--- config.mk ---
export PLATFORM = sky130hd
export DESIGN_NAME = dac_dma_playback
export DESIGN_NICKNAME = d
export VERILOG_FILES = /design/src/verilog/dac_dma_pkg.sv /design/src/verilog/dac_dma_playback.sv
export SDC_FILE = /design/constraint.sdc
export NUM_CORES = 1
export LEC_CHECK = 0
export BUFFER_PORTS_ARGS = -buffer_cell sky130_fd_sc_hd__buf_2
export CAP_MARGIN = 0
export CORE_ASPECT_RATIO = 1.75
export CORE_MARGIN = 2
export CORE_UTILIZATION = 57
export CTS_BUF_LIST = sky130_fd_sc_hd__clkbuf_4 sky130_fd_sc_hd__clkbuf_8 sky130_fd_sc_hd__clkbuf_16
export CTS_CLUSTER_DIAMETER = 150
export DETAILED_ROUTE_END_ITERATION = 10
export PLACE_DENSITY = 0.77
export RECOVER_POWER = 25
export SYNTH_ARGS = -nofsm -noshare
export SYNTH_HDL_FRONTEND = slang
export SYNTH_SLANG_ARGS = --single-unit
--- constraint.sdc ---
create_clock -name CORE_CLK -period 2.9 [get_ports CORE_CLK]
set_input_delay 0.145 -clock CORE_CLK [delete_from_list [all_inputs] [get_ports CORE_CLK]]
set_output_delay 0.145 -clock CORE_CLK [all_outputs]
set_load 0.05 [all_outputs]
--- src/verilog/dac_dma_pkg.sv ---
`default_nettype none
package dac_dma_pkg;
  // byte addresses of the register words
  localparam logic [7:0] OFS_CTRL      = 8'h00;
  localparam logic [7:0] OFS_CMP0      = 8'h04;
  localparam logic [7:0] OFS_CMP1      = 8'h08;
  localparam logic [7:0] OFS_SRC_A     = 8'h0C;
  localparam logic [7:0] OFS_SRC_B     = 8'h10;
  localparam logic [7:0] OFS_CNT_A     = 8'h14;
  localparam logic [7:0] OFS_CNT_B     = 8'h18;
  localparam logic [7:0] OFS_IRQ_STAT  = 8'h1C;
  localparam logic [7:0] OFS_IRQ_MASK  = 8'h20;
  localparam logic [7:0] OFS_STATUS    = 8'h24;
  localparam logic [7:0] OFS_DATA0     = 8'h28;
  localparam logic [7:0] OFS_DATA1     = 8'h2C;
  // control register bit positions
  localparam int B_START0   = 0;
  localparam int B_START1   = 1;
  localparam int B_SYNC     = 2;
  localparam int B_SYNCCLR0 = 3;
  localparam int B_CLRCMP1  = 4;
  localparam int B_XFER_A   = 5;
  localparam int B_XFER_B   = 6;
  localparam int B_TEND_IE  = 7;
  localparam int B_DAC_EN0  = 8;
  localparam int B_DAC_EN1  = 9;
  localparam int B_AUTOCLR  = 10;
  // interrupt status bit positions
  localparam int I_TEND_B = 0;
  localparam int I_CMP0   = 1;
  localparam int I_CMP1   = 2;
  localparam int I_TEND_A = 3;
  localparam int IRQ_W    = 4;
  // reset values
  localparam logic [15:0] CMP_RESET  = 16'hFFFF;
  localparam logic [15:0] CNT_RESET  = 16'h001F;
  localparam logic [23:0] SRC_A_RST  = 24'hFF_7C10;
  localparam logic [23:0] SRC_B_RST  = 24'hFF_7C30;
  localparam logic [23:0] RAM_BASE   = 24'hFF_7C10;
  localparam int          RAM_BYTES  = 64;
  // conversion time
  localparam int          CLK_NS     = 50;
  localparam int          CONV_NS    = 10000;
  localparam int          CONV_CYC   = (CONV_NS + CLK_NS - 1) / CLK_NS;
  typedef enum logic [1:0] {
    CH_IDLE = 2'b00,
    CH_RUN  = 2'b01,
    CH_DONE = 2'b10
  } ch_state_t;
endpackage
`default_nettype wire

--- src/verilog/dac_dma_playback.sv ---
`timescale 1ns/1ns
`default_nettype none
// Overview of operation
// - each compare-A match of a running sub-channel moves the next buffer byte into converter data
// - sync mode makes both timers count in lockstep
// - timer1 clears at compare A; timer0 with sync clear clears together
// - timer1 compare A sets the sample period on the core clock; timer0 follows it only through sync clear
// - data write starts conversion; output appears after conversion time
// - a match that triggers a transfer does not set that timer's compare interrupt
// - sub-channel B flags transfer end when count exhausted and enabled
// - fixed destinations per sub-channel, source advances one byte
// - timers count only while their start bits are set
// - converter drives its output only while enabled
// - each sub-channel performs count+1 single-byte transfers per run, 32 with the reset count
module dac_dma_playback
  import dac_dma_pkg::*;
#(
  parameter int CONV_CYCLES = dac_dma_pkg::CONV_CYC
) (
  input  wire logic        CORE_CLK,   // 20 mhz core clock
  input  wire logic        SRST,       // sync reset, high
  input  wire logic        PSEL,       // apb select
  input  wire logic        PENABLE,    // apb access phase
  input  wire logic        PWRITE,     // apb write
  input  wire logic [7:0]  PADDR,      // apb byte address
  input  wire logic [31:0] PWDATA,     // apb write data
  output logic      [31:0] PRDATA,     // apb read data
  output logic             PREADY,     // apb ready
  output logic             PSLVERR,    // apb error
  output logic      [7:0]  ANALOG_OUT_ZERO, // converter 0 output code
  output logic      [7:0]  ANALOG_OUT_ONE,  // converter 1 output code
  output logic             ANALOG_OE_ZERO,  // converter 0 drives pin
  output logic             ANALOG_OE_ONE,   // converter 1 drives pin
  output logic             IRQ         // level interrupt
);
  import dac_dma_pkg::*;

  logic [10:0] ctrl;
  logic [15:0] timer0_compare_a, timer1_compare_a;
  logic [15:0] timer0_counter, timer1_counter;
  logic [23:0] src [2];
  logic [15:0] cnt [2];
  ch_state_t   st  [2];
  logic [7:0]  ram [RAM_BYTES];
  logic [7:0]  dac_data [2];
  logic [15:0] conv_cnt [2];
  // one element per channel: each is owned by its own generate process
  logic        conv_busy [2];
  logic [1:0]  data_wr;
  logic [IRQ_W-1:0] irq_stat, irq_mask;
  logic [1:0]  match;
  logic [1:0]  xfer_go;
  logic [1:0]  xfer_en;
  logic        wr_en, rd_en;
  logic [IRQ_W-1:0] next_irq_stat;

  assign wr_en   = PSEL && PENABLE && PWRITE;
  assign rd_en   = PSEL && PENABLE && !PWRITE;
  assign xfer_en = {ctrl[B_XFER_B], ctrl[B_XFER_A]};

  // apb: zero wait states, single-cycle access
  always_ff @(posedge CORE_CLK) begin
    if (SRST) begin
      PREADY  <= 1'b0;
      PSLVERR <= 1'b0;
    end else begin
      PREADY  <= PSEL && !PENABLE;
      PSLVERR <= 1'b0;
    end
  end

  assign match[0] = (timer0_counter == timer0_compare_a);
  assign match[1] = (timer1_counter == timer1_compare_a);

  always_ff @(posedge CORE_CLK) begin
    if (SRST) begin
      timer0_counter <= 16'h0000;
      timer1_counter <= 16'h0000;
    end else begin
      if (ctrl[B_START1]) begin
        if (ctrl[B_CLRCMP1] && match[1])
          timer1_counter <= 16'h0000;
        else
          timer1_counter <= timer1_counter + 16'h0001;
      end
      // lockstep: sync ties timer0 to timer1 start
      if (ctrl[B_START0] && (!ctrl[B_SYNC] || ctrl[B_START1])) begin
        if (ctrl[B_SYNC] && ctrl[B_SYNCCLR0] && ctrl[B_CLRCMP1]
            && match[1])
          timer0_counter <= 16'h0000;
        else
          timer0_counter <= timer0_counter + 16'h0001;
      end
    end
  end

  // counters run only when enabled; gate events accordingly
  logic [1:0] evt;
  assign evt[0] = match[0] && ctrl[B_START0];
  assign evt[1] = match[1] && ctrl[B_START1];

  // one generate loop, one iteration per sub-channel
  genvar g;
  generate
    for (g = 0; g < 2; g++) begin : g_ch
      assign xfer_go[g] = evt[g] && (st[g] == CH_RUN);
      assign data_wr[g] = wr_en
                          && (PADDR == (g == 0 ? OFS_DATA0 : OFS_DATA1));

      always_ff @(posedge CORE_CLK) begin
        if (SRST) begin
          st[g] <= CH_IDLE;
        end else begin
          case (st[g])
            CH_IDLE: begin
              if (xfer_en[g])
                st[g] <= CH_RUN;
            end
            CH_RUN: begin
              if (!xfer_en[g])
                st[g] <= CH_IDLE;
              else if (xfer_go[g] && cnt[g] == 16'h0000)
                st[g] <= CH_DONE;
            end
            CH_DONE: begin
              if (!xfer_en[g])
                st[g] <= CH_IDLE;
            end
            default: st[g] <= CH_IDLE;
          endcase
        end
      end

      // fixed destination, source steps one byte
      always_ff @(posedge CORE_CLK) begin
        if (SRST) begin
          dac_data[g] <= 8'h00;
        end else if (xfer_go[g]) begin
          dac_data[g] <= ram[6'(src[g] - RAM_BASE)];
        end else if (data_wr[g]) begin
          dac_data[g] <= PWDATA[7:0];
        end
      end

      // conversion timer restarts on each data write
      always_ff @(posedge CORE_CLK) begin
        if (SRST) begin
          conv_cnt[g]  <= 16'h0000;
          conv_busy[g] <= 1'b0;
        end else if (xfer_go[g] || data_wr[g]) begin
          conv_cnt[g]  <= 16'(CONV_CYCLES - 1);
          conv_busy[g] <= 1'b1;
        end else if (conv_busy[g]) begin
          if (conv_cnt[g] == 16'h0000)
            conv_busy[g] <= 1'b0;
          else
            conv_cnt[g] <= conv_cnt[g] - 16'h0001;
        end
      end
    end
  endgenerate

  always_ff @(posedge CORE_CLK) begin
    if (SRST) begin
      ANALOG_OUT_ZERO <= 8'h00;
      ANALOG_OUT_ONE  <= 8'h00;
      ANALOG_OE_ZERO  <= 1'b0;
      ANALOG_OE_ONE   <= 1'b0;
    end else begin
      ANALOG_OE_ZERO <= ctrl[B_DAC_EN0];
      ANALOG_OE_ONE  <= ctrl[B_DAC_EN1];
      if (ctrl[B_DAC_EN0] && conv_busy[0] && conv_cnt[0] == 16'h0000)
        ANALOG_OUT_ZERO <= dac_data[0];
      if (ctrl[B_DAC_EN1] && conv_busy[1] && conv_cnt[1] == 16'h0000)
        ANALOG_OUT_ONE <= dac_data[1];
    end
  end

  // software registers, source and count advance
  always_ff @(posedge CORE_CLK) begin
    if (SRST) begin
      ctrl             <= 11'h000;
      timer0_compare_a <= CMP_RESET;
      timer1_compare_a <= CMP_RESET;
      src[0]           <= SRC_A_RST;
      src[1]           <= SRC_B_RST;
      cnt[0]           <= CNT_RESET;
      cnt[1]           <= CNT_RESET;
      irq_mask         <= '0;
    end else begin
      if (wr_en) begin
        case (PADDR)
          OFS_CTRL:     ctrl             <= PWDATA[10:0];
          OFS_CMP0:     timer0_compare_a <= PWDATA[15:0];
          OFS_CMP1:     timer1_compare_a <= PWDATA[15:0];
          OFS_SRC_A:    src[0]           <= PWDATA[23:0];
          OFS_SRC_B:    src[1]           <= PWDATA[23:0];
          OFS_CNT_A:    cnt[0]           <= PWDATA[15:0];
          OFS_CNT_B:    cnt[1]           <= PWDATA[15:0];
          OFS_IRQ_MASK: irq_mask         <= PWDATA[IRQ_W-1:0];
          default: ;
        endcase
      end
      for (int i = 0; i < 2; i++) begin
        if (xfer_go[i]) begin
          src[i] <= src[i] + 24'h00_0001;
          cnt[i] <= cnt[i] - 16'h0001;
        end
      end
    end
  end

  // sample buffer written as bytes through a window at 0x80
  always_ff @(posedge CORE_CLK) begin
    if (wr_en && PADDR[7] == 1'b1)
      ram[PADDR[5:0]] <= PWDATA[7:0];
  end

  always_comb begin
    next_irq_stat = irq_stat;
    if (rd_en && PADDR == OFS_IRQ_STAT)
      next_irq_stat = '0;
    // timer irq suppressed when a transfer takes the event
    if (evt[0] && !(xfer_go[0] && ctrl[B_AUTOCLR]))
      next_irq_stat[I_CMP0] = 1'b1;
    if (evt[1] && !(xfer_go[1] && ctrl[B_AUTOCLR]))
      next_irq_stat[I_CMP1] = 1'b1;
    if (xfer_go[0] && cnt[0] == 16'h0000)
      next_irq_stat[I_TEND_A] = 1'b1;
    if (xfer_go[1] && cnt[1] == 16'h0000 && ctrl[B_TEND_IE])
      next_irq_stat[I_TEND_B] = 1'b1;
  end

  always_ff @(posedge CORE_CLK) begin
    if (SRST) begin
      irq_stat <= '0;
      IRQ      <= 1'b0;
    end else begin
      irq_stat <= next_irq_stat;
      IRQ      <= |(next_irq_stat & irq_mask);
    end
  end

  // read mux
  always_ff @(posedge CORE_CLK) begin
    if (SRST) begin
      PRDATA <= 32'h0000_0000;
    end else if (PSEL && !PENABLE && !PWRITE) begin
      case (PADDR)
        OFS_CTRL:     PRDATA <= {21'h0, ctrl};
        OFS_CMP0:     PRDATA <= {16'h0, timer0_compare_a};
        OFS_CMP1:     PRDATA <= {16'h0, timer1_compare_a};
        OFS_SRC_A:    PRDATA <= {8'h0, src[0]};
        OFS_SRC_B:    PRDATA <= {8'h0, src[1]};
        OFS_CNT_A:    PRDATA <= {16'h0, cnt[0]};
        OFS_CNT_B:    PRDATA <= {16'h0, cnt[1]};
        OFS_IRQ_STAT: PRDATA <= {28'h0, irq_stat};
        OFS_IRQ_MASK: PRDATA <= {28'h0, irq_mask};
        OFS_STATUS:   PRDATA <= {timer1_counter, timer0_counter};
        OFS_DATA0:    PRDATA <= {22'h0, conv_busy[1], conv_busy[0],
                                 dac_data[0]};
        OFS_DATA1:    PRDATA <= {24'h0, dac_data[1]};
        default:      PRDATA <= 32'h0000_0000;
      endcase
    end
  end
endmodule
`default_nettype wire

==> results of run 1 <==
[synthesized netlist by cell type (all sizes together) (22+ instances only)]
| cell | n | area (µm²) |
|---|---|---|
| nand4 | 27 | 181 |
| xnor2 | 77 | 674 |
| xor2 | 78 | 683 |
| nor3 | 64 | 340 |
| a221oi | 55 | 482 |
| buf | 91 | 473 |
| nor2 | 241 | 907 |
| edfxtp | 646 | 19400 |
| a21oi | 106 | 534 |
| nand3 | 71 | 360 |
| a221o | 26 | 260 |
| clkbuf | 114 | 430 |
| nand2 | 193 | 727 |
| mux4 | 190 | 4280 |
| dfxtp | 135 | 2700 |
| a22o | 23 | 201 |
| mux2i | 213 | 2130 |
| a22oi | 50 | 375 |
| nand2b | 45 | 282 |
| o21ai | 75 | 379 |
| nor4 | 22 | 168 |
| inv | 26 | 97.6 |
[critical path, cell delays in order, from the launching register on]
cell	delay, ns
edfxtp_1	0.47
buf_12	0.24
buf_4	0.21
mux4_2	0.51
mux2i_1	0.34
nand2_1	0.30
a31o_2	0.34
o221a_2	0.21
[stage by stage]
stage | power, mW | hold WS [ns] | utilization [%]
2_1_floorplan | 13.5 | 0.221 | -
3_3_place_gp | 14.3 | 0.374 | 62.2
3_5_place_dp | 14.3 | 0.383 | 62.2
4_1_cts | 23.9 | 0.00239 | 66.0
5_1_grt | 24.5 | 0.131 | 66.1
6_report | 24.0 | 0.105 | 66.1
[state kept, by name, indices dropped and copies added, names as in the netlist, 16 cells and up]
signal / count
timer0_compare_a: 16
timer1_compare_a: 16
timer0_counter: 16
ram: 512
cnt: 32
conv_cnt: 32
dac_data: 16
PRDATA: 32
timer1_counter: 16
src: 48
[cell families after synthesis]
kind of cell    synth area share, %
flops                          57.3
simple gates                   9.66
compound gates                 9.39
mux                            17.2
buf+inv                        2.60
xor+xnor                       3.52
fa+ha+maj                     0.357
other cells                 0.00972
[layer usage]
layer | part of all wire [%] | up-vias | global-route usage [%]
met5 | 0.0054 | - | 0
met4 | 11 | 2 | 34.6
met3 | 8.7 | 657 | 7.54
met2 | 49 | 1978 | 63.0
met1 | 31 | 14200 | 38.8
li1 | - | 11800 | -
[worst max path at each step]
stage	end	slack, ns
after global routing	dac_data[1][3]	0.0007
after floorplan	conv_cnt[1][0]	0.10
final	dac_data[1][7]	0.005
after detailed placement	src[0][18]	0.1
after CTS	src[0][18]	0.07
after global placement	conv_cnt[1][5]	0.14
[cell type report]
type,count,area (µm²),share of cell area (%)
clock buffers,88,2020,4.55
clock inverters,42,360,0.812
inverters,27,101,0.228
multi-input cells,1866,15600,35.1
flip-flops and latches,781,22100,49.8
well taps,896,1120,2.53
repair buffers,397,3120,7.02
[what timing repair did]
action / CTS / global route
endpoints found under the hold margin: 74 / 0
hold buffers: 22 / 0
buffers inserted: 0 / 2
gates resized for setup: 0 / 14
setup endpoints to repair: 0 / 18
[where the power goes]
part | internal (mW) | leakage (nW) | switching [mW]
Sequential | 12.2 | 6.97 | 0.111
Combinational | 0.724 | 6.97 | 1.18
Clock | 5.44 | 1.19 | 4.31
==> flow_summary.ini, run 1 <==
[outcome]
status = complete, but fails checks
violations = capacitance limit, slew limit

[cts]
path_clk_slew_ns = 0.07
cts_max_level = 3
insertion_delay_ns = 0.64
numCtsBuffers = 72
clock-sinks = 781
clock_path_buffers = 3
cts_tree = done
cts_root_buffer = clkbuf_16

[placement]
dpl-instance-area_um2 = 41700
place_hpwl_mm = 91.6
port_buffers = 88
pre_cts_slack_ns = 0.0962
dp_cells = 3941
place.gp.congestion = 1.03

[detailed_routing]
antenna_left = 0
drt_first_pass_iters = 9
vias = 28700
avgRoutedWirePerCell_um = 31.7
drtIter0Drc = 3644
wl_mm = 130
viasPerCell = 7.00
drc = 0

[hold_path]
min_to = irq_stat[0]
whs_path_depth = 4
worstHoldStart = PADDR[5]
worstHoldPathType = primary input to register

[timing]
setup_slack_ns = 0.00462
period_minus_slack_ns = 2.90
min_period_over_period_pct = 99.8
slew_headroom_pct = -55.2
worst_slew_pin_slew_ns = 2.33
tns_ns = 0
setup_violations = 0
rsz0062_at_grt = false
max_freq_mhz = 345
skew_ns = 0.0169
final_hold_viol_count = 0
drv_slew = 179

[worst_setup_path]
critPathRequiredTime_ns = 3.30
timing.rr.end = dac_data[1][7]
reg2reg_slack_ns = 0.005
worst-path-max-fanout = 20
crit_arrival_ns = 3.29
critical_path.reg2reg.startpoint = src[0][24]
critPathCaptureType = register
critPathLaunch = src[0][24]
worstRegToRegCells = 7
worst-setup-path-type = register to register
cp-start-kind = register

[yosys]
syn_nets = 2935
yosys_warnings = 0
syn_area_um2 = 38600
ys_seq_elements = 781
syn_inst = 2879
synth_edf_count = 646
synth.distinct_cells = 78
ys_seq_area_share_pct = 57.3
async_flop_share_pct = 0
synth_flop_cell = edfxtp_1
avgSynthCellArea_um2 = 13.4

[floorplan]
num_rows = 126
die_w_um = 201
dieArea_um2 = 69900
start_util_pct = 57.5
io_pins = 98
die_h_um = 348
core_um2 = 67200

[final_layout]
layout-drive-gt1-share_pct = 23.6
fillers = 4786
final_cell_count_no_fill = 4097
area_growth_pct = 15.1
diodes = 0
most-common-layout-cells = 646 x edfxtp_1, 254 x buf_4, 238 x nor2_1
layout.nets = 3201
finalInstanceArea_um2 = 44400
mostFrequentLayoutCell = edfxtp_1

[global_route]
grt_max_degree = 74
overflow = 0
grt_use_total_pct = 37.2
antenna_found_initial = 2
grt_pass1_vias = 28800
grt_pass1_wl_mm = 189

[power]
p_per_area_nw_per_um2 = 540
ir_drop_mv = 0.424
p_leak_nw = 15.1

[flow_run]
max-cap-violations = 4
(Power assumes the default switching activity.)
==> run 2, diff against run 1 <==
CORE_UTILIZATION = 35   (was 57)
PLACE_DENSITY = unset   (was 0.77)
clock period = 3.1 ns   (was 2.9 ns; I/O delays follow)
==> flow_summary.ini, run 2 (synthesized netlist as in run 1, its figures left out) <==
[timing]
rsz0062_at_grt = false
period_minus_slack_ns = 2.96
final_hold_viol_count = 0
max_freq_mhz = 338
skew_ns = 0.0305
worst_slew_pin_slew_ns = 2.49
tns_ns = 0
drv_slew = 213
setup_slack_ns = 0.142
min_period_over_period_pct = 95.4
setup_violations = 0
hold_slack_ns = 0.0947
slew_headroom_pct = -66.0

[placement]
dp_cells = 4504
pre_cts_slack_ns = 0.128
place.gp.congestion = 0.966
place_hpwl_mm = 98.4
port_buffers = 88

[floorplan]
start_util_pct = 35.2
io_pins = 98
core_um2 = 110000
num_rows = 161
die_h_um = 443
dieArea_um2 = 113000
die_w_um = 255

[global_route]
grt_use_total_pct = 23.5
grt_pass1_wl_mm = 190
grt_pass1_vias = 27300
overflow = 0
grt_max_degree = 93
antenna_found_initial = 4

[outcome]
status = complete, but fails checks
violations = capacitance limit, slew limit

[power]
p_int_mw = 17.9
combPwrFrac_pct = 7.6
p_per_area_nw_per_um2 = 515
netSwitchingFraction_pct = 23.3
power_switching_mw = 5.43
pwr-share-clk_pct = 42.9
p_leak_nw = 15.2
ir_drop_mv = 0.439
pwr-share-seq_pct = 49.5

[detailed_routing]
antenna_left = 0
viasPerCell = 5.81
avgRoutedWirePerCell_um = 28.6
wl_mm = 133
drtIter0Drc = 2507
vias = 27100
drt_first_pass_iters = 6
drc = 0

[hold_path]
min_to = irq_stat[0]
worstHoldPathType = primary input to register
whs_path_depth = 5
worstHoldStart = PSEL

[final_layout]
multiInputGateArea_um2 = 15500
regArea_um2 = 22100
most-common-layout-cells = 646 x edfxtp_1, 239 x nor2_1, 239 x buf_4
final_util_pct = 41.3
layout.nets = 3195
area_growth_pct = 17.3
fillers = 10200
largest_register_ffs = 512
final_cell_count_no_fill = 4668
layout-drive-gt1-share_pct = 23.1
mostFrequentLayoutCell = edfxtp_1

[worst_setup_path]
critical_path.reg2reg.startpoint = src[0][0]
crit_arrival_ns = 3.50
timing.rr.end = dac_data[0][3]
critPathCaptureType = register
worstRegToRegCells = 8
critPathRequiredTime_ns = 3.64
reg2reg_slack_ns = 0.14
cp-start-kind = register
worst-setup-path-type = register to register
worst-path-max-fanout = 20

[cts]
cts_max_level = 3
path_clk_slew_ns = 0.07
insertion_delay_ns = 0.68
clock_path_buffers = 3
numCtsBuffers = 74
clock-sinks = 781
cts_root_buffer = clkbuf_16
cts_tree = done

[flow_run]
max-cap-violations = 5
==> run 2: how the worst max path moves through the flow <==
stage	end	start	cells after the start	slack, ns
after CTS	dac_data[0][3]	src[0][0]	8	0.15
final	dac_data[0][3]	src[0][0]	8	0.14
after floorplan	conv_cnt[1][0]	conv_cnt[1][0]	7	0.30
after global routing	dac_data[0][7]	src[0][2]	8	0.02
after global placement	dac_data[0][3]	src[0][0]	8	0.14
after detailed placement	conv_cnt[0][7]	PADDR[3]	9	0.13
==> run 2: critical path: stages (launching register included) <==
cell and delay [ns]:
edfxtp_1 0.53, buf_12 0.26, buf_4 0.28, mux2i_1 0.10, a221oi_1 0.52, o21ai_0 0.28
a211oi_1 0.52, nor3_1 0.15, o2bb2ai_1 0.17
==> run 2: cell type report <==
type | instances | share of cell area (%)
multi-input cells | 1866 | 34.3
clock inverters | 46 | 1.23
diodes | 2 | 0.0111
repair buffers | 389 | 6.74
well taps | 1467 | 4.05
clock buffers | 90 | 4.66
flip-flops and latches | 781 | 48.8
inverters | 27 | 0.224
==> run 2: repair_timing <==
action,CTS,global route
gates resized for setup,0,1
hold buffers,24,0
buffers inserted,0,2
setup endpoints to repair,0,3
hold endpoints to repair,83,0
==> run 2: stage by stage <==
stage	power, mW	cell area [µm²]
floorplan	12.6	38600
global placement	13.5	42400
detailed placement	13.5	42400
CTS	23.5	45300
global route	23.9	45300
finish	23.3	45300
==> run 2: power groups by stage <==
stage | registers, mW | clock network (mW) | logic, mW
6_report | 11.5 | 10.0 | 1.78
5_1_grt | 11.5 | 10.5 | 1.84
4_1_cts | 11.5 | 10.2 | 1.77
3_5_place_dp | 11.8 | 0 | 1.74
3_3_place_gp | 11.8 | 0 | 1.73
2_1_floorplan | 11.7 | 0 | 0.940
==> run 2: routing by layer <==
layer	track usage, %	routed length [µm]	vias to the layer above
li1	-	-	11800
met1	23.6	43400	13600
met2	41.4	67800	1222
met3	2.91	7050	453
met4	22.3	15000	6
met5	0	32	-
